### config.mk
export PLATFORM = sky130hd
export DESIGN_NAME = shared_io_port
export DESIGN_NICKNAME = d
export VERILOG_FILES = /design/src/core/shared_io_port.v
export VERILOG_INCLUDE_DIRS = /design/src /design/src/core
export SDC_FILE = /design/constraint.sdc
export NUM_CORES = 1
export LEC_CHECK = 0
export ABC_AREA = 0
export BUFFER_PORTS_ARGS = -buffer_cell sky130_fd_sc_hd__buf_2
export CAP_MARGIN = 40
export CORE_MARGIN = 3
export CORE_UTILIZATION = 49
export CTS_CLUSTER_DIAMETER = 150
export DETAILED_ROUTE_END_ITERATION = 12
export PLACE_DENSITY_LB_ADDON = 0.2
export RECOVER_POWER = 100
export SETUP_SLACK_MARGIN = 0.4
export SLEW_MARGIN = 0
export SYNTH_ARGS = -nofsm -noshare
export SYNTH_HDL_FRONTEND = slang
export SYNTH_SLANG_ARGS = --single-unit
### constraint.sdc
create_clock -name i_ref_clk -period 2.08 [get_ports i_ref_clk]
set_input_delay 0.416 -clock i_ref_clk [delete_from_list [all_inputs] [get_ports i_ref_clk]]
set_output_delay 0.416 -clock i_ref_clk [all_outputs]
set_load 0.03 [all_outputs]
### src/core/shared_io_port_defines.vh
/*
 * Register offsets, reset values and field positions of the six-bit
 * shared I/O port. Assumes it is included by bare name from core/.
 */
`ifndef SHARED_IO_PORT_DEFINES_VH
`define SHARED_IO_PORT_DEFINES_VH

// ----------------------------------------
// Register map (lower 16 address bits)
// ----------------------------------------
`define DIR_SEL_ADDR    16'hFFD0
`define OUT_VAL_ADDR    16'hFFD2

// ----------------------------------------
// Reset values and fixed read patterns
// ----------------------------------------
`define DIR_SEL_RESET   8'hC0
`define OUT_VAL_RESET   8'hC0
`define DIR_SEL_READ    8'hFF
`define RSVD_MASK       8'hC0
`define UNMAPPED_READ   8'h00

// ----------------------------------------
// Pin positions
// ----------------------------------------
`define PIN_TX0         0
`define PIN_TX1         1
`define PIN_RX0         2
`define PIN_RX1         3
`define PIN_SERIAL0_CLOCK_PIN        4
`define PIN_SERIAL1_CLOCK_PIN        5

`endif

### src/core/shared_io_port.v
/*
 * Six-pin general purpose I/O port whose pins are shared with two serial
 * channels and two external interrupt request inputs.
 * Assumes a same-clock register master (one-cycle strobes, read data in the
 * next cycle) and serial channels that present their enables and outputs
 * on the system clock. Pins are asynchronous and are synchronised here.
 */
// Local design decision: the address-and-strobe port.
// What this block does
// RULE1 - Six bidirectional pins, each input or output
// RULE2 - Pins carry serial channel 0/1 signals
// RULE3 - Request 5/4 inputs follow pins when enabled
// RULE4 - Same pin functions in every mode
// RULE5 - Direction bit 1 output, 0 input
// RULE6 - Direction register write-only, reads all ones
// RULE7 - Reset loads direction with C0, all inputs
// RULE8 - Software standby holds direction and outputs
// RULE9 - Data register bits 5..0 hold outputs
// RULE10 - Output pins read back the data bit
// RULE11 - Input pins read back the pin level
// RULE12 - Data bits 7,6 ignore writes, read one
// RULE13 - Reset loads data C0, software standby keeps it
// RULE14 - Decode FFD0 and FFD2 on low 16 bits
// RULE15 - Channel 1 receive enable forces input
// RULE16 - Serial output overrides the data bit

`timescale 1ns/10ps
`include "shared_io_port_defines.vh"

module shared_io_port #(
  parameter ADDR_W = 16
) (
  input  wire              i_ref_clk,
  input  wire              i_rst_n,
  input  wire              i_hw_standby_n,
  input  wire              i_sw_standby,
  input  wire [ADDR_W-1:0] i_addr,
  input  wire [7:0]        i_wdata,
  input  wire              i_wr,
  input  wire              i_rd,
  output reg  [7:0]        o_rdata,
  input  wire [5:0]        i_pin,
  output wire [5:0]        o_pin,
  output wire [5:0]        o_pin_oe,
  input  wire [1:0]        i_interrupt_enable_bits,
  output wire              o_external_request_5_n,
  output wire              o_external_request_4_n,
  input  wire              i_serial0_tx_en,
  input  wire              i_serial0_tx,
  input  wire              i_serial0_receive_enable,
  output wire              o_serial0_rx,
  input  wire              i_serial0_clk_oe,
  input  wire              i_serial0_clk_out,
  output wire              o_serial0_clk_in,
  input  wire              i_serial1_tx_en,
  input  wire              i_serial1_tx,
  input  wire              i_serial1_receive_enable,
  output wire              o_serial1_rx,
  input  wire              i_serial1_clk_oe,
  input  wire              i_serial1_clk_out,
  output wire              o_serial1_clk_in
);

  // ----------------------------------------
  // Address decode
  // ----------------------------------------
  function hit;
    input [15:0] a;
    input [15:0] ref_a;
    begin
      hit = (a == ref_a);
    end
  endfunction

  wire [15:0] addr_lo = i_addr[15:0];
  wire        dir_hit = hit(addr_lo, `DIR_SEL_ADDR); // RULE14
  wire        out_hit = hit(addr_lo, `OUT_VAL_ADDR); // RULE14

  // ----------------------------------------
  // Registers
  // ----------------------------------------
  reg  [7:0] pin_direction_select_q;
  reg  [7:0] pin_output_value_q;
  reg  [7:0] pin_direction_select_d;
  reg  [7:0] pin_output_value_d;

  // Hardware standby acts like reset; software standby only blocks writes
  wire       init_n = i_rst_n & i_hw_standby_n;
  wire       wr_ok  = i_wr & ~i_sw_standby; // RULE8 RULE13

  always @* begin
    pin_direction_select_d = pin_direction_select_q;
    pin_output_value_d     = pin_output_value_q;
    if (wr_ok && dir_hit) begin
      pin_direction_select_d = `RSVD_MASK | i_wdata; // RULE5
    end else if (wr_ok && out_hit) begin
      pin_output_value_d = `RSVD_MASK | i_wdata; // RULE9 RULE12
    end
  end

  always @(posedge i_ref_clk or negedge init_n) begin
    if (!init_n) begin
      pin_direction_select_q <= `DIR_SEL_RESET; // RULE7
      pin_output_value_q     <= `OUT_VAL_RESET; // RULE13
    end else begin
      pin_direction_select_q <= pin_direction_select_d;
      pin_output_value_q     <= pin_output_value_d;
    end
  end

  // ----------------------------------------
  // Pin input synchroniser, three stages
  // ----------------------------------------
  reg  [5:0] sync1_q;
  reg  [5:0] sync2_q;
  reg  [5:0] sync3_q;
  reg  [5:0] pin_level_q;

  always @(posedge i_ref_clk or negedge i_rst_n) begin
    if (!i_rst_n) begin
      // Idle high, so active-low requests raise no false event after reset
      sync1_q     <= 6'h3F;
      sync2_q     <= 6'h3F;
      sync3_q     <= 6'h3F;
      pin_level_q <= 6'h3F;
    end else begin
      sync1_q <= i_pin;
      sync2_q <= sync1_q;
      sync3_q <= sync2_q;
      // A change counts only once two late stages agree
      pin_level_q <= (sync2_q & sync3_q) | (pin_level_q & (sync2_q | sync3_q));
    end
  end

  // ----------------------------------------
  // Pin function selection, mode independent
  // ----------------------------------------
  wire [5:0] ddr = pin_direction_select_q[5:0];
  wire [5:0] ser_oe;
  wire [5:0] ser_out;
  wire [5:0] ser_in_force;

  assign ser_oe = {i_serial1_clk_oe, i_serial0_clk_oe, 2'b00,
                   i_serial1_tx_en, i_serial0_tx_en}; // RULE2 RULE4
  assign ser_out = {i_serial1_clk_out, i_serial0_clk_out, 2'b00,
                    i_serial1_tx, i_serial0_tx}; // RULE2
  // Receive enable claims the pin as input over the direction bit
  assign ser_in_force = {2'b00, i_serial1_receive_enable, i_serial0_receive_enable,
                         2'b00}; // RULE15

  // A clock pin is never claimed as input; with its clock output off, the direction bit decides
  assign o_pin_oe = ~ser_in_force & (ser_oe | ddr); // RULE1 RULE5 RULE8
  assign o_pin    = (ser_oe & ser_out) |
                    (~ser_oe & pin_output_value_q[5:0]); // RULE16

  assign o_serial0_rx     = pin_level_q[`PIN_RX0];
  assign o_serial1_rx     = pin_level_q[`PIN_RX1];
  assign o_serial0_clk_in = pin_level_q[`PIN_SERIAL0_CLOCK_PIN];
  assign o_serial1_clk_in = pin_level_q[`PIN_SERIAL1_CLOCK_PIN];

  // Requests see the pin whatever its direction; idle high when disabled
  assign o_external_request_5_n = ~i_interrupt_enable_bits[1] |
                                  pin_level_q[`PIN_SERIAL1_CLOCK_PIN]; // RULE3
  assign o_external_request_4_n = ~i_interrupt_enable_bits[0] |
                                  pin_level_q[`PIN_SERIAL0_CLOCK_PIN]; // RULE3

  // ----------------------------------------
  // Read path
  // ----------------------------------------
  wire [7:0] port_view = {2'b11, (ddr & pin_output_value_q[5:0]) |
                                 (~ddr & pin_level_q)}; // RULE10 RULE11 RULE12

  always @(posedge i_ref_clk or negedge i_rst_n) begin
    if (!i_rst_n) begin
      o_rdata <= `UNMAPPED_READ;
    end else if (i_rd && dir_hit) begin
      o_rdata <= `DIR_SEL_READ; // RULE6
    end else if (i_rd && out_hit) begin
      o_rdata <= port_view;
    end else begin
      o_rdata <= `UNMAPPED_READ;
    end
  end

endmodule // shared_io_port

=== After elaboration in Yosys (flattened, before gate mapping) ===
Cells that the tools add are included.

* Flip-flop bits (word level): 44
* Input port bits: 48
* Output and inout port bits: 26
* Logic and storage cells: 39

* Equality and inequality tests: 2
* Mux-type cells: 2
* Bitwise operators: 23
* Reduce and logical (&&, ||, !) cells: 5

{| class="wikitable"
|+ Operators by type and width
! cell !! count
|-
| $and A6 B6 Y6 || 7
|-
| $eq A16 B16 Y1 const B || 2
|-
| $or A6 B6 Y6 || 5
|-
| $mux W8 || 2
|-
| $not A6 Y6 || 2
|-
| $not A4 Y6 || 1
|-
| $logic_and A1 B1 Y1 || 4
|-
| $not A1 Y1 || 4
|-
| $and A1 B1 Y1 || 2
|-
| $or A1 B1 Y1 || 2
|-
| $reduce_and A2 Y1 || 1
|}

=== Depth between registers and ports, before layout ===
Gate-level depths: netlist (run 1).

* Depth in word-level cells: 5
* Mapped depth: 4
* Depth with buffers taken out: 4

=== Least setup slack after synthesis (run 1) ===
OpenSTA, ideal clock, no wires.

* Path kind: in2reg
* Start point: input port i_addr[3]
* End point: register pin_output_value_q[0]
* Library setup time: 125 ps
* Data arrival time: 1485 ps
* Data required time: 1955 ps
* Path slack: 470 ps
* Stages on the path: 4
* Buffers on the path: 0
* Cells stage by stage: or3b_4 > nor4_4 > nand4b_2 > mux2_2

* Longest elaborated chain between the ends: 4
* Elaborated cells between the ends (all ways): 6
* Classes of those cells: eq/ne (2); bitwise (1); reduce/logical (3)

{| class="wikitable"
|+ RTL lines
! element !! line !! source
|-
| from (decl) || shared_io_port.v:37 || <nowiki>input wire [ADDR_W-1:0] i_addr,</nowiki>
|-
| $eq A16 B16 Y1 || shared_io_port.v:71 || <nowiki>hit = (a == ref_a);</nowiki>
|-
| $logic_and A1 B1 Y1 || shared_io_port.v:94 || <nowiki>if (wr_ok && dir_hit) begin</nowiki>
|-
| $not A1 Y1 (no source line) || n/a ||
|-
| $reduce_and A2 Y1 (no source line) * || n/a ||
|-
| to (signal assigned) || shared_io_port.v:104 || <nowiki>pin_output_value_q <= `OUT_VAL_RESET;</nowiki>
|-
| to (signal assigned) || shared_io_port.v:107 || <nowiki>pin_output_value_q <= pin_output_value_d;</nowiki>
|-
| to (decl) || shared_io_port.v:83 || <nowiki>reg [7:0] pin_output_value_q;</nowiki>
|}

Mark *: on every way between the ends. The rest lies on a longest branch, timed or not.
A chain may end at the register's enable or synchronous reset.

=== Worst setup path in the final report (run 1) ===
* Start point: register pin_level_q[4]
* End point: output port o_external_request_4_n

* Longest elaborated chain between the ends: 1

{| class="wikitable"
|+ RTL lines
! element !! line !! source
|-
| from (decl) || shared_io_port.v:117 || <nowiki>reg [5:0] pin_level_q;</nowiki>
|-
| from (signal assigned) || shared_io_port.v:131 || <nowiki>pin_level_q <= (sync2_q & sync3_q) | (pin_level_q & (sync2_q | sync3_q));</nowiki>
|-
| $or A1 B1 Y1 || shared_io_port.v:164 || <nowiki>assign o_external_request_4_n = ~i_interrupt_enable_bits[0] |</nowiki>
|-
| to (decl) || shared_io_port.v:47 || <nowiki>output wire o_external_request_4_n,</nowiki>
|}

No other way between the ends.

==> impl_metrics.ini, run 1 <==
[outcome]
status = finished with violations
violations = max-capacitance violations, max-slew violations

[power]
swShare_pct = 21.2
seqPwrFrac_pct = 53.8
switchingPower_mw = 0.356
power_frac_comb_pct = 8.9
vdd_drop_max_mv = 0.586
p_per_area_mw_per_mm2 = 800
p_int_mw = 1.32
p_leak_nw = 0.985
pwr-share-clk_pct = 37.3

[synth]
synth.area.mux_share_pct = 14.9
synth_area_leaders = dfstp_2, dfrtp_1, mux2_2
syn_nets = 149
seq_area_frac_synth_pct = 68.5
yosys.area_share.simple_pct = 9.22
synth_cells = 101
yosysWarningCount = 0
syn_area_mm2 = 0.00162
synth_seq_cells = 43
synth_top_family_by_area = multiplexers
synth_edf_count = 0
synth_most_common_cell = dfstp_2
synth.top_cell.area_share_pct = 39.0
yosys.area.top_type = dfstp_2
synthAdderAreaFrac_pct = 3.72
synth_common_cells = dfstp_2, dfrtp_1, mux2_2
synth_async_sr_flop_share_pct = 100
synthDistinctLibCells = 21
synth-compound-area-share_pct = 1.86
synthFlopType = dfstp_2
synthXorXnorAreaFrac_pct = 0
syn_area_per_cell_um2 = 16.0

[detailed_routing]
detail_route.wl_per_cell_um = 14.4
vias_per_cell = 4.90
drt_iter0_drc = 27
drc = 0
via_count = 1107
totalWireLength_um = 3270
drtAntennaViolNets = 0
drt_first_pass_iters = 4

[placed_design]
placed_area_mm2 = 0.00201
gp_congestion = 0.729
port_buffers = 71

[timing]
min_period_ps = 1750
finalClockSkew_ps = 6.29
fmax_ghz = 0.570
setup_tns_ps = 0
hold_ws_ps = 153
slew-limit-headroom_pct = -1.60
period_share_pct = 84.3
worstMarginPinSlew_ps = 1520
final-setup-viol-count = 0
grt_setup_unrepaired = yes
hold_viol = 0
drv_slew = 32

[setup_path]
cp-start-kind = flop
reg2reg_to = o_rdata[4]$_DFF_PN0_
setup.reg_to_reg.worst_slack_ps = 1090
critPathLaunch = pin_level_q[4]$_DFF_PN1_
end_kind = output port
crit_end = o_external_request_4_n
critPathKind = reg2out
crit_chain = nand2b_1 > clkbuf_1
cpPeakStageDelay_ps = 580
arrival_ps = 1340
critPathMaxFanout = 4
slowest_stage = dfstp_1
r2r_cells = 4
r2r_start = pin_direction_select_q[4]$_DFFE_PN0P_
cp.required_ps = 1660

[flow_run]
drv_cap = 1

[grt]
grt_pass1_wl_um = 5100
grt_max_degree = 32
track_usage_pct = 17.1
grt_pass1_vias = 1093
grt_overflow = 0
antenna_found_initial = 0

[floorplan]
start_util_pct = 52.1
die_y_um = 63.4
core_area_mm2 = 0.00310
io_pins = 74
die_w_um = 63.4
dieArea_mm2 = 0.00402
rows = 20

[finish]
syn_to_final_growth_pct = 29.5
n_antenna_cell = 0
fin_nets = 229
fin_area_mm2 = 0.00209
drive_gt1_share_pct = 50.5
finish.utilization_pct = 67.4

[cts]
holdBufCountCts = 0
cts_tree = yes
htree_levels = 2
root_buffer = clkbuf_4
clock-sinks = 43
path_clk_slew_ps = 120
cts_made_buffers = 5
clock_path_buffers = 2
clk_latency_ps = 340

[worst_hold_path]
hold_path.class = in2reg
==> state kept, by name (all words and copies together), names as in the netlist <==
register	count
pin_level_q	6
o_rdata	7
pin_output_value_q	6
pin_direction_select_q	6
sync3_q	6
sync2_q	6
sync1_q	6
==> power groups by stage <==
stage / Sequential, mW / Combinational (mW) / Clock (mW)
5_1_grt: 0.904 / 0.165 / 0.680
3_3_place_gp: 0.918 / 0.157 / 0
3_5_place_dp: 0.919 / 0.159 / 0
2_1_floorplan: 0.932 / 0.0628 / 0
4_1_cts: 0.905 / 0.160 / 0.641
6_report: 0.900 / 0.150 / 0.625
==> worst min path at each step <==
stage	end	startpoint	slack [ps]	cells after the start
after floorplan	o_rdata[0]$_DFF_PN0_	i_rst_n	120	0
after global placement	sync2_q[1]$_DFF_PN1_	sync1_q[1]$_DFF_PN1_	350	0
after detailed placement	sync2_q[3]$_DFF_PN1_	sync1_q[3]$_DFF_PN1_	350	0
after CTS	o_rdata[1]$_DFF_PN0_	i_rst_n	70	2
after global routing	sync1_q[5]$_DFF_PN1_	i_pin[5]	120	1
final	sync1_q[4]$_DFF_PN1_	i_pin[4]	150	1
==> layout make-up <==
cell class	count	area (µm²)
clock buffer	6	41.3
clock inverter	2	60.1
fill	263	1010
inverter	1	3.75
multi-input combinational	53	462
sequential	43	1110
tap	44	55.1
timing repair buffer	77	364
==> metal layers <==
metal | part of all wire [%] | vias up | GRT usage, %
met2 | 49 | 57 | 27.5
met3 | 10 | 7 | 6.42
met5 | 0 | - | 0
met1 | 39 | 533 | 19.2
li1 | - | 510 | -
met4 | 2.5 | 0 | 9.97
==> cells by family (layout without fill, tap and decap cells) <==
logic type | Yosys count | count (layout)
flip-flops | 43 | 43
buffers and inverters | 5 | 86
AO/OA/AOI/OAI | 6 | 6
adder cells (fa/ha/maj) | 6 | 6
multiplexers | 22 | 22
AND/OR/NAND/NOR | 19 | 19
==> per-stage QoR <==
stage	setup slack [ps]	std cells	power [mW]
floorplan	470	101	0.995
CTS	402	221	1.71
finish	326	226	1.67
detailed placement	178	213	1.08
global placement	219	213	1.07
global route	212	226	1.75
==> repair_timing <==
action / CTS / global route
setup buffers: 0 / 5
setup endpoints to repair: 0 / 7
gates resized for setup: 0 / 13
==> worst max-delay path, delay by kind of cell, from the launching register on <==
family,cells,cell delay [ps]
AND/OR/NAND/NOR,1,110
flip-flops,1,580
buffers and inverters,1,300
==> placed cells by master, fill, tap and decap left out <==
master     synthesis  final
bufinv_16          0      2
dfstp_1            0      9
buf_4              3      5
nor2b_1            2      2
nand4_1            1      1
a21oi_1            6      6
nor3b_1            1      1
or3b_1             0      1
buf_2              0     45
dfrtp_1           19     19
mux2_2            16     15
nor4_1             1      2
clkbuf_1           1     28
dfstp_2           24     15
clkbuf_4           0      5
or2_2              4      4
maj3_1             6      6
nand4b_2           1      1
nand2_1            2      2
nand2b_1           2      2
inv_1              1      1
nand4b_1           2      2
mux2_1             0      1
and2_0             0      1
mux2i_1            6      6
Power figures use the tool's default switching activity.
==> run 2: changes to the inputs <==
Settings changed: CORE_UTILIZATION 49 to 41.
Clock period 2.08 ns to 1.6 ns, I/O delays scaled along.
==> run 2 against run 1 <==
Clock power up 2%. The run now ends clean. Register-to-register slack got worse by 530 ps. Die area increased by 18%. Worst setup slack lost 180 ps. Highest routed layer unchanged.
==> impl_metrics.ini, run 2 (same netlist as run 1, synthesis figures left out) <==
[cts]
root_buffer = clkbuf_8
cts_made_buffers = 5
path_clk_slew_ps = 70
clock-sinks = 43
clock_path_buffers = 2
cts_tree = yes
htree_levels = 2
clk_latency_ps = 290
holdBufCountCts = 0

[floorplan]
dieArea_mm2 = 0.00473
rows = 22
core_area_mm2 = 0.00372
die_w_um = 68.8
io_pins = 74
die_y_um = 68.8
start_util_pct = 43.5

[detailed_routing]
totalWireLength_um = 3700
detail_route.wl_per_cell_um = 15.1
via_count = 1153
route.met3.wl_um = 339
vias_per_cell = 4.71
drt_first_pass_iters = 2
drc = 0
drt_iter0_drc = 9
wl_met1_um = 1320
wl_met2_um = 1980
drtAntennaViolNets = 0
top_layer_used = met4

[timing]
finalClockSkew_ps = 3.45
slew-limit-headroom_pct = 45.8
min_period_ps = 1450
final-setup-viol-count = 0
fmax_ghz = 0.690
drv_slew = 0
hold_viol = 0
period_share_pct = 90.6
worstMarginPinSlew_ps = 812
setup_tns_ps = 0
grt_setup_unrepaired = yes

[setup_path]
critPathMaxFanout = 3
reg2reg_to = o_rdata[4]$_DFF_PN0_
cp.required_ps = 1280
cp-start-kind = flop
setup.reg_to_reg.worst_slack_ps = 560
r2r_start = pin_direction_select_q[4]$_DFFE_PN0P_
arrival_ps = 1130
r2r_cells = 4
critPathKind = reg2out
end_kind = output port

[grt]
grt_pass1_vias = 1203
grt_pass1_wl_um = 5570
grt_overflow = 0
antenna_found_initial = 0
grt_max_degree = 32
track_usage_pct = 17.0

[finish]
final_common_cell = buf_2
syn_to_final_growth_pct = 43.3
largest_reg_flops = 7
layout_common_cells = buf_2, dfrtp_1, buf_4
drive_gt1_share_pct = 64.5
largest-register = o_rdata
finalNonFillerCells = 245
finish.utilization_pct = 62.3
fin_nets = 244
n_antenna_cell = 0

[placed_design]
dp_hpwl_um = 2440
placedCellCount = 218
port_buffers = 71
gp_congestion = 0.712

[power]
vdd_drop_max_mv = 0.759
p_leak_nw = 1.14
p_per_area_mw_per_mm2 = 887

[outcome]
status = finished clean

[flow_run]
drv_cap = 0

[worst_hold_path]
hold_depth = 1
hp-start = i_pin[5]
hold_end = sync1_q[5]$_DFF_PN1_
hold_path.class = in2reg
==> run 2: changes by cell type in the layout (fill, tap and decap cells not counted), sizes merged <==
| cell | previous run | this run |
|---|---|---|
| buf | 50 | 70 |
| clkbuf | 33 | 29 |
| bufinv | 2 | 0 |
| clkinv | 0 | 1 |
==> run 2: worst max path at each step <==
stage / slack [ps] / cells past startpoint / end / from
after floorplan: 90 / 4 / pin_output_value_q[0]$_DFFE_PN0P_ / i_addr[3]
after global placement: -140 / 5 / pin_output_value_q[1]$_DFFE_PN0P_ / i_addr[3]
after detailed placement: -180 / 5 / pin_output_value_q[5]$_DFFE_PN0P_ / i_addr[3]
after CTS: 180 / 2 / o_external_request_4_n / pin_level_q[4]$_DFF_PN1_
after global routing: 60 / 6 / o_rdata[4]$_DFF_PN0_ / i_addr[3]
final: 150 / 2 / o_pin_oe[2] / pin_direction_select_q[2]$_DFFE_PN0P_
==> run 2: worst max-delay path, cell delays in order (launching register included) <==
cell      delay [ps]
dfrtp_1          380
nor2b_1          140
clkbuf_1         330
==> run 2: cell type report <==
cell class                 count  area (µm²)
clock buffer                   7        76.3
clock inverter                 1        5.00
fill                         307        1400
inverter                       1        3.75
multi-input combinational     53         514
sequential                    43        1110
tap                           48        60.1
timing repair buffer          92         549
==> run 2: metal layers <==
layer | vias up | global-route usage [%]
li1 | 540 | -
met1 | 562 | 17.3
met2 | 47 | 31.7
met3 | 4 | 5.51
met4 | 0 | 7.06
met5 | - | 0
==> run 2: stage by stage <==
stage               setup slack (ps)  hold slack [ps]  area, µm²  total power [mW]
global placement                -140              347       2020              1.40
CTS                              180             61.6       2310              2.11
floorplan                       86.3             24.4       1620              1.30
finish                           150              122       2310              2.05
global route                    59.5              104       2310              2.16
detailed placement              -177              347       2020              1.41
==> run 2: repair_timing <==
action	4_1_cts	5_1_grt
setup buffers	11	8
endpoints found under the setup margin	31	38
pin swaps	5	3
gates resized for setup	38	20
==> run 2: power breakdown <==
| group | internal, mW | leakage, nW | switching (mW) | total [mW] |
|---|---|---|---|---|
| Combinational | 0.116 | 0.586 | 0.131 | 0.247 |
| Clock | 0.306 | 0.0422 | 0.333 | 0.639 |
| Sequential | 1.15 | 0.511 | 0.0198 | 1.17 |
==> run 3: changes to the inputs <==
Settings changed: CORE_UTILIZATION 41 to 25.
==> run 3 against run 2 <==
First-iteration DRC count increased to 4.4 times the previous value. Die area increased by 58%. Combinational power about the same. Largest cell class unchanged. Hold slack got worse by 1.7 ps.
==> impl_metrics.ini, run 3 (same netlist as run 1, synthesis figures left out) <==
[outcome]
status = finished clean

[placed_design]
gp_congestion = 0.759
placed_area_mm2 = 0.00206
dp_hpwl_um = 2680
port_buffers = 71

[timing]
worstMarginPinSlew_ps = 843
finalClockSkew_ps = 2.57
setup_tns_ps = 0
period_share_pct = 93.7
grt_setup_unrepaired = yes
min_period_ps = 1500
hold_viol = 0
drv_slew = 0
final-setup-viol-count = 0
fmax_ghz = 0.667
slew-limit-headroom_pct = 43.7

[setup_path]
critPathKind = in2reg
arrival_ps = 1680
cpPeakStageDelay_ps = 430
setup.reg_to_reg.worst_slack_ps = 530
crit_chain = buf_6 > or3b_1 > nor4_4 > nand2_1 > clkbuf_2 > mux2_2
cp-start-kind = input port
critPathBufInv = 2
cp_top_family = simple AND/OR/NAND/NOR gates
end_kind = flop
cp.required_ps = 1780
slowest_stage = or3b_1
critPathMaxFanout = 6

[cts]
htree_levels = 2
clk_latency_ps = 290
cts_made_buffers = 5
path_clk_slew_ps = 80
root_buffer = clkbuf_8
holdBufCountCts = 0
clock-sinks = 43
clock_path_buffers = 2
cts_tree = yes

[finish]
final_common_cell = buf_2
drive_gt1_share_pct = 63.6
finish.utilization_pct = 38.1
syn_to_final_growth_pct = 43.8
n_antenna_cell = 0
fin_area_mm2 = 0.00232
fin_nets = 242
largest-register = o_rdata
largest_reg_flops = 7
layout_common_cells = buf_2, dfrtp_1, mux2_2, buf_4, clkbuf_2

[flow_run]
drv_cap = 0

[grt]
antenna_found_initial = 0
grt_overflow = 0
track_usage_pct = 10.2
grt_max_degree = 32
grt_pass1_wl_um = 5830
grt_pass1_vias = 1194

[worst_hold_path]
hold_path.class = in2reg

[power]
switchingPower_mw = 0.509
power_frac_comb_pct = 11.5
pwr-share-clk_pct = 34.6
seqPwrFrac_pct = 53.9
swShare_pct = 23.5
vdd_drop_max_mv = 0.362
p_leak_nw = 1.13
p_int_mw = 1.66
p_per_area_mw_per_mm2 = 932

[detailed_routing]
drtAntennaViolNets = 0
drt_iter0_drc = 40
drt_first_pass_iters = 2
via_count = 1135
detail_route.wl_per_cell_um = 14.0
totalWireLength_um = 3770
drc = 0
vias_per_cell = 4.20

[floorplan]
io_pins = 74
dieArea_mm2 = 0.00746
die_w_um = 86.4
start_util_pct = 26.5
die_y_um = 86.4
core_area_mm2 = 0.00610
rows = 28
run 3: changes by cell type in the layout (fill, tap and decap cells not counted), moves of 2 or more:
cell and change:
clkbuf_2 +5, buf_6 -4, buf_4 -3, clkbuf_8 +2
run 3: power by group through the flow:
stage / Sequential, mW / Clock [mW] / Combinational (mW)
floorplan: 1.21 / 0 / 0.0831
global route: 1.17 / 0.839 / 0.272
finish: 1.17 / 0.749 / 0.250
CTS: 1.18 / 0.779 / 0.274
detailed placement: 1.20 / 0 / 0.212
global placement: 1.20 / 0 / 0.207
run 3: area by class of cell:
class	instances	area, µm²
multi-input combinational	53	514
fill	623	3770
inverter	1	3.75
sequential	43	1110
clock buffer	7	96.3
timing repair buffer	90	503
clock inverter	1	6.26
tap	75	93.8
run 3: worst paths after layout:
kind,startpoint,to,cells after the start
min in group asynchronous,i_hw_standby_n,pin_direction_select_q[1]$_DFFE_PN0P_,2
max in group asynchronous,i_rst_n,pin_direction_select_q[0]$_DFFE_PN0P_,2
hold reg to reg,sync1_q[5]$_DFF_PN1_,sync2_q[5]$_DFF_PN1_,0
hold / removal,i_pin[5],sync1_q[5]$_DFF_PN1_,1
setup reg to reg,pin_level_q[5]$_DFF_PN1_,o_rdata[5]$_DFF_PN0_,4
setup / recovery,i_addr[3],pin_direction_select_q[2]$_DFFE_PN0P_,6
run 3: worst register-to-register path, cell delays in order, from the launching register on:
cell and delay [ps]:
dfstp_1 560, buf_4 130, buf_4 100, mux2i_1 60, a21oi_1 150
run 3: metrics by stage:
step | std cells | setup WS, ps | hold WS, ps | power, mW
finish | 270 | 100 | 120 | 2.17
global route | 270 | 60.9 | 101 | 2.28
CTS | 266 | 157 | 87.8 | 2.23
detailed placement | 245 | -207 | 347 | 1.41
global placement | 245 | -162 | 346 | 1.40
floorplan | 101 | 86.3 | 24.4 | 1.30
run 3: what timing repair did:
action                                  CTS  global route
pin swaps                                 4             3
setup buffers                            13             4
gates resized for setup                  39            27
endpoints found under the setup margin   35            38
run 3: routing by layer:
| metal | global-route usage, % | vias up | wire length [µm] |
|---|---|---|---|
| met3 | 3.14 | 9 | 290 |
| met1 | 11.7 | 551 | 1420 |
| li1 | - | 533 | - |
| met2 | 17.6 | 42 | 2010 |
| met4 | 4.25 | 0 | 55 |
| met5 | 0 | - | 0 |
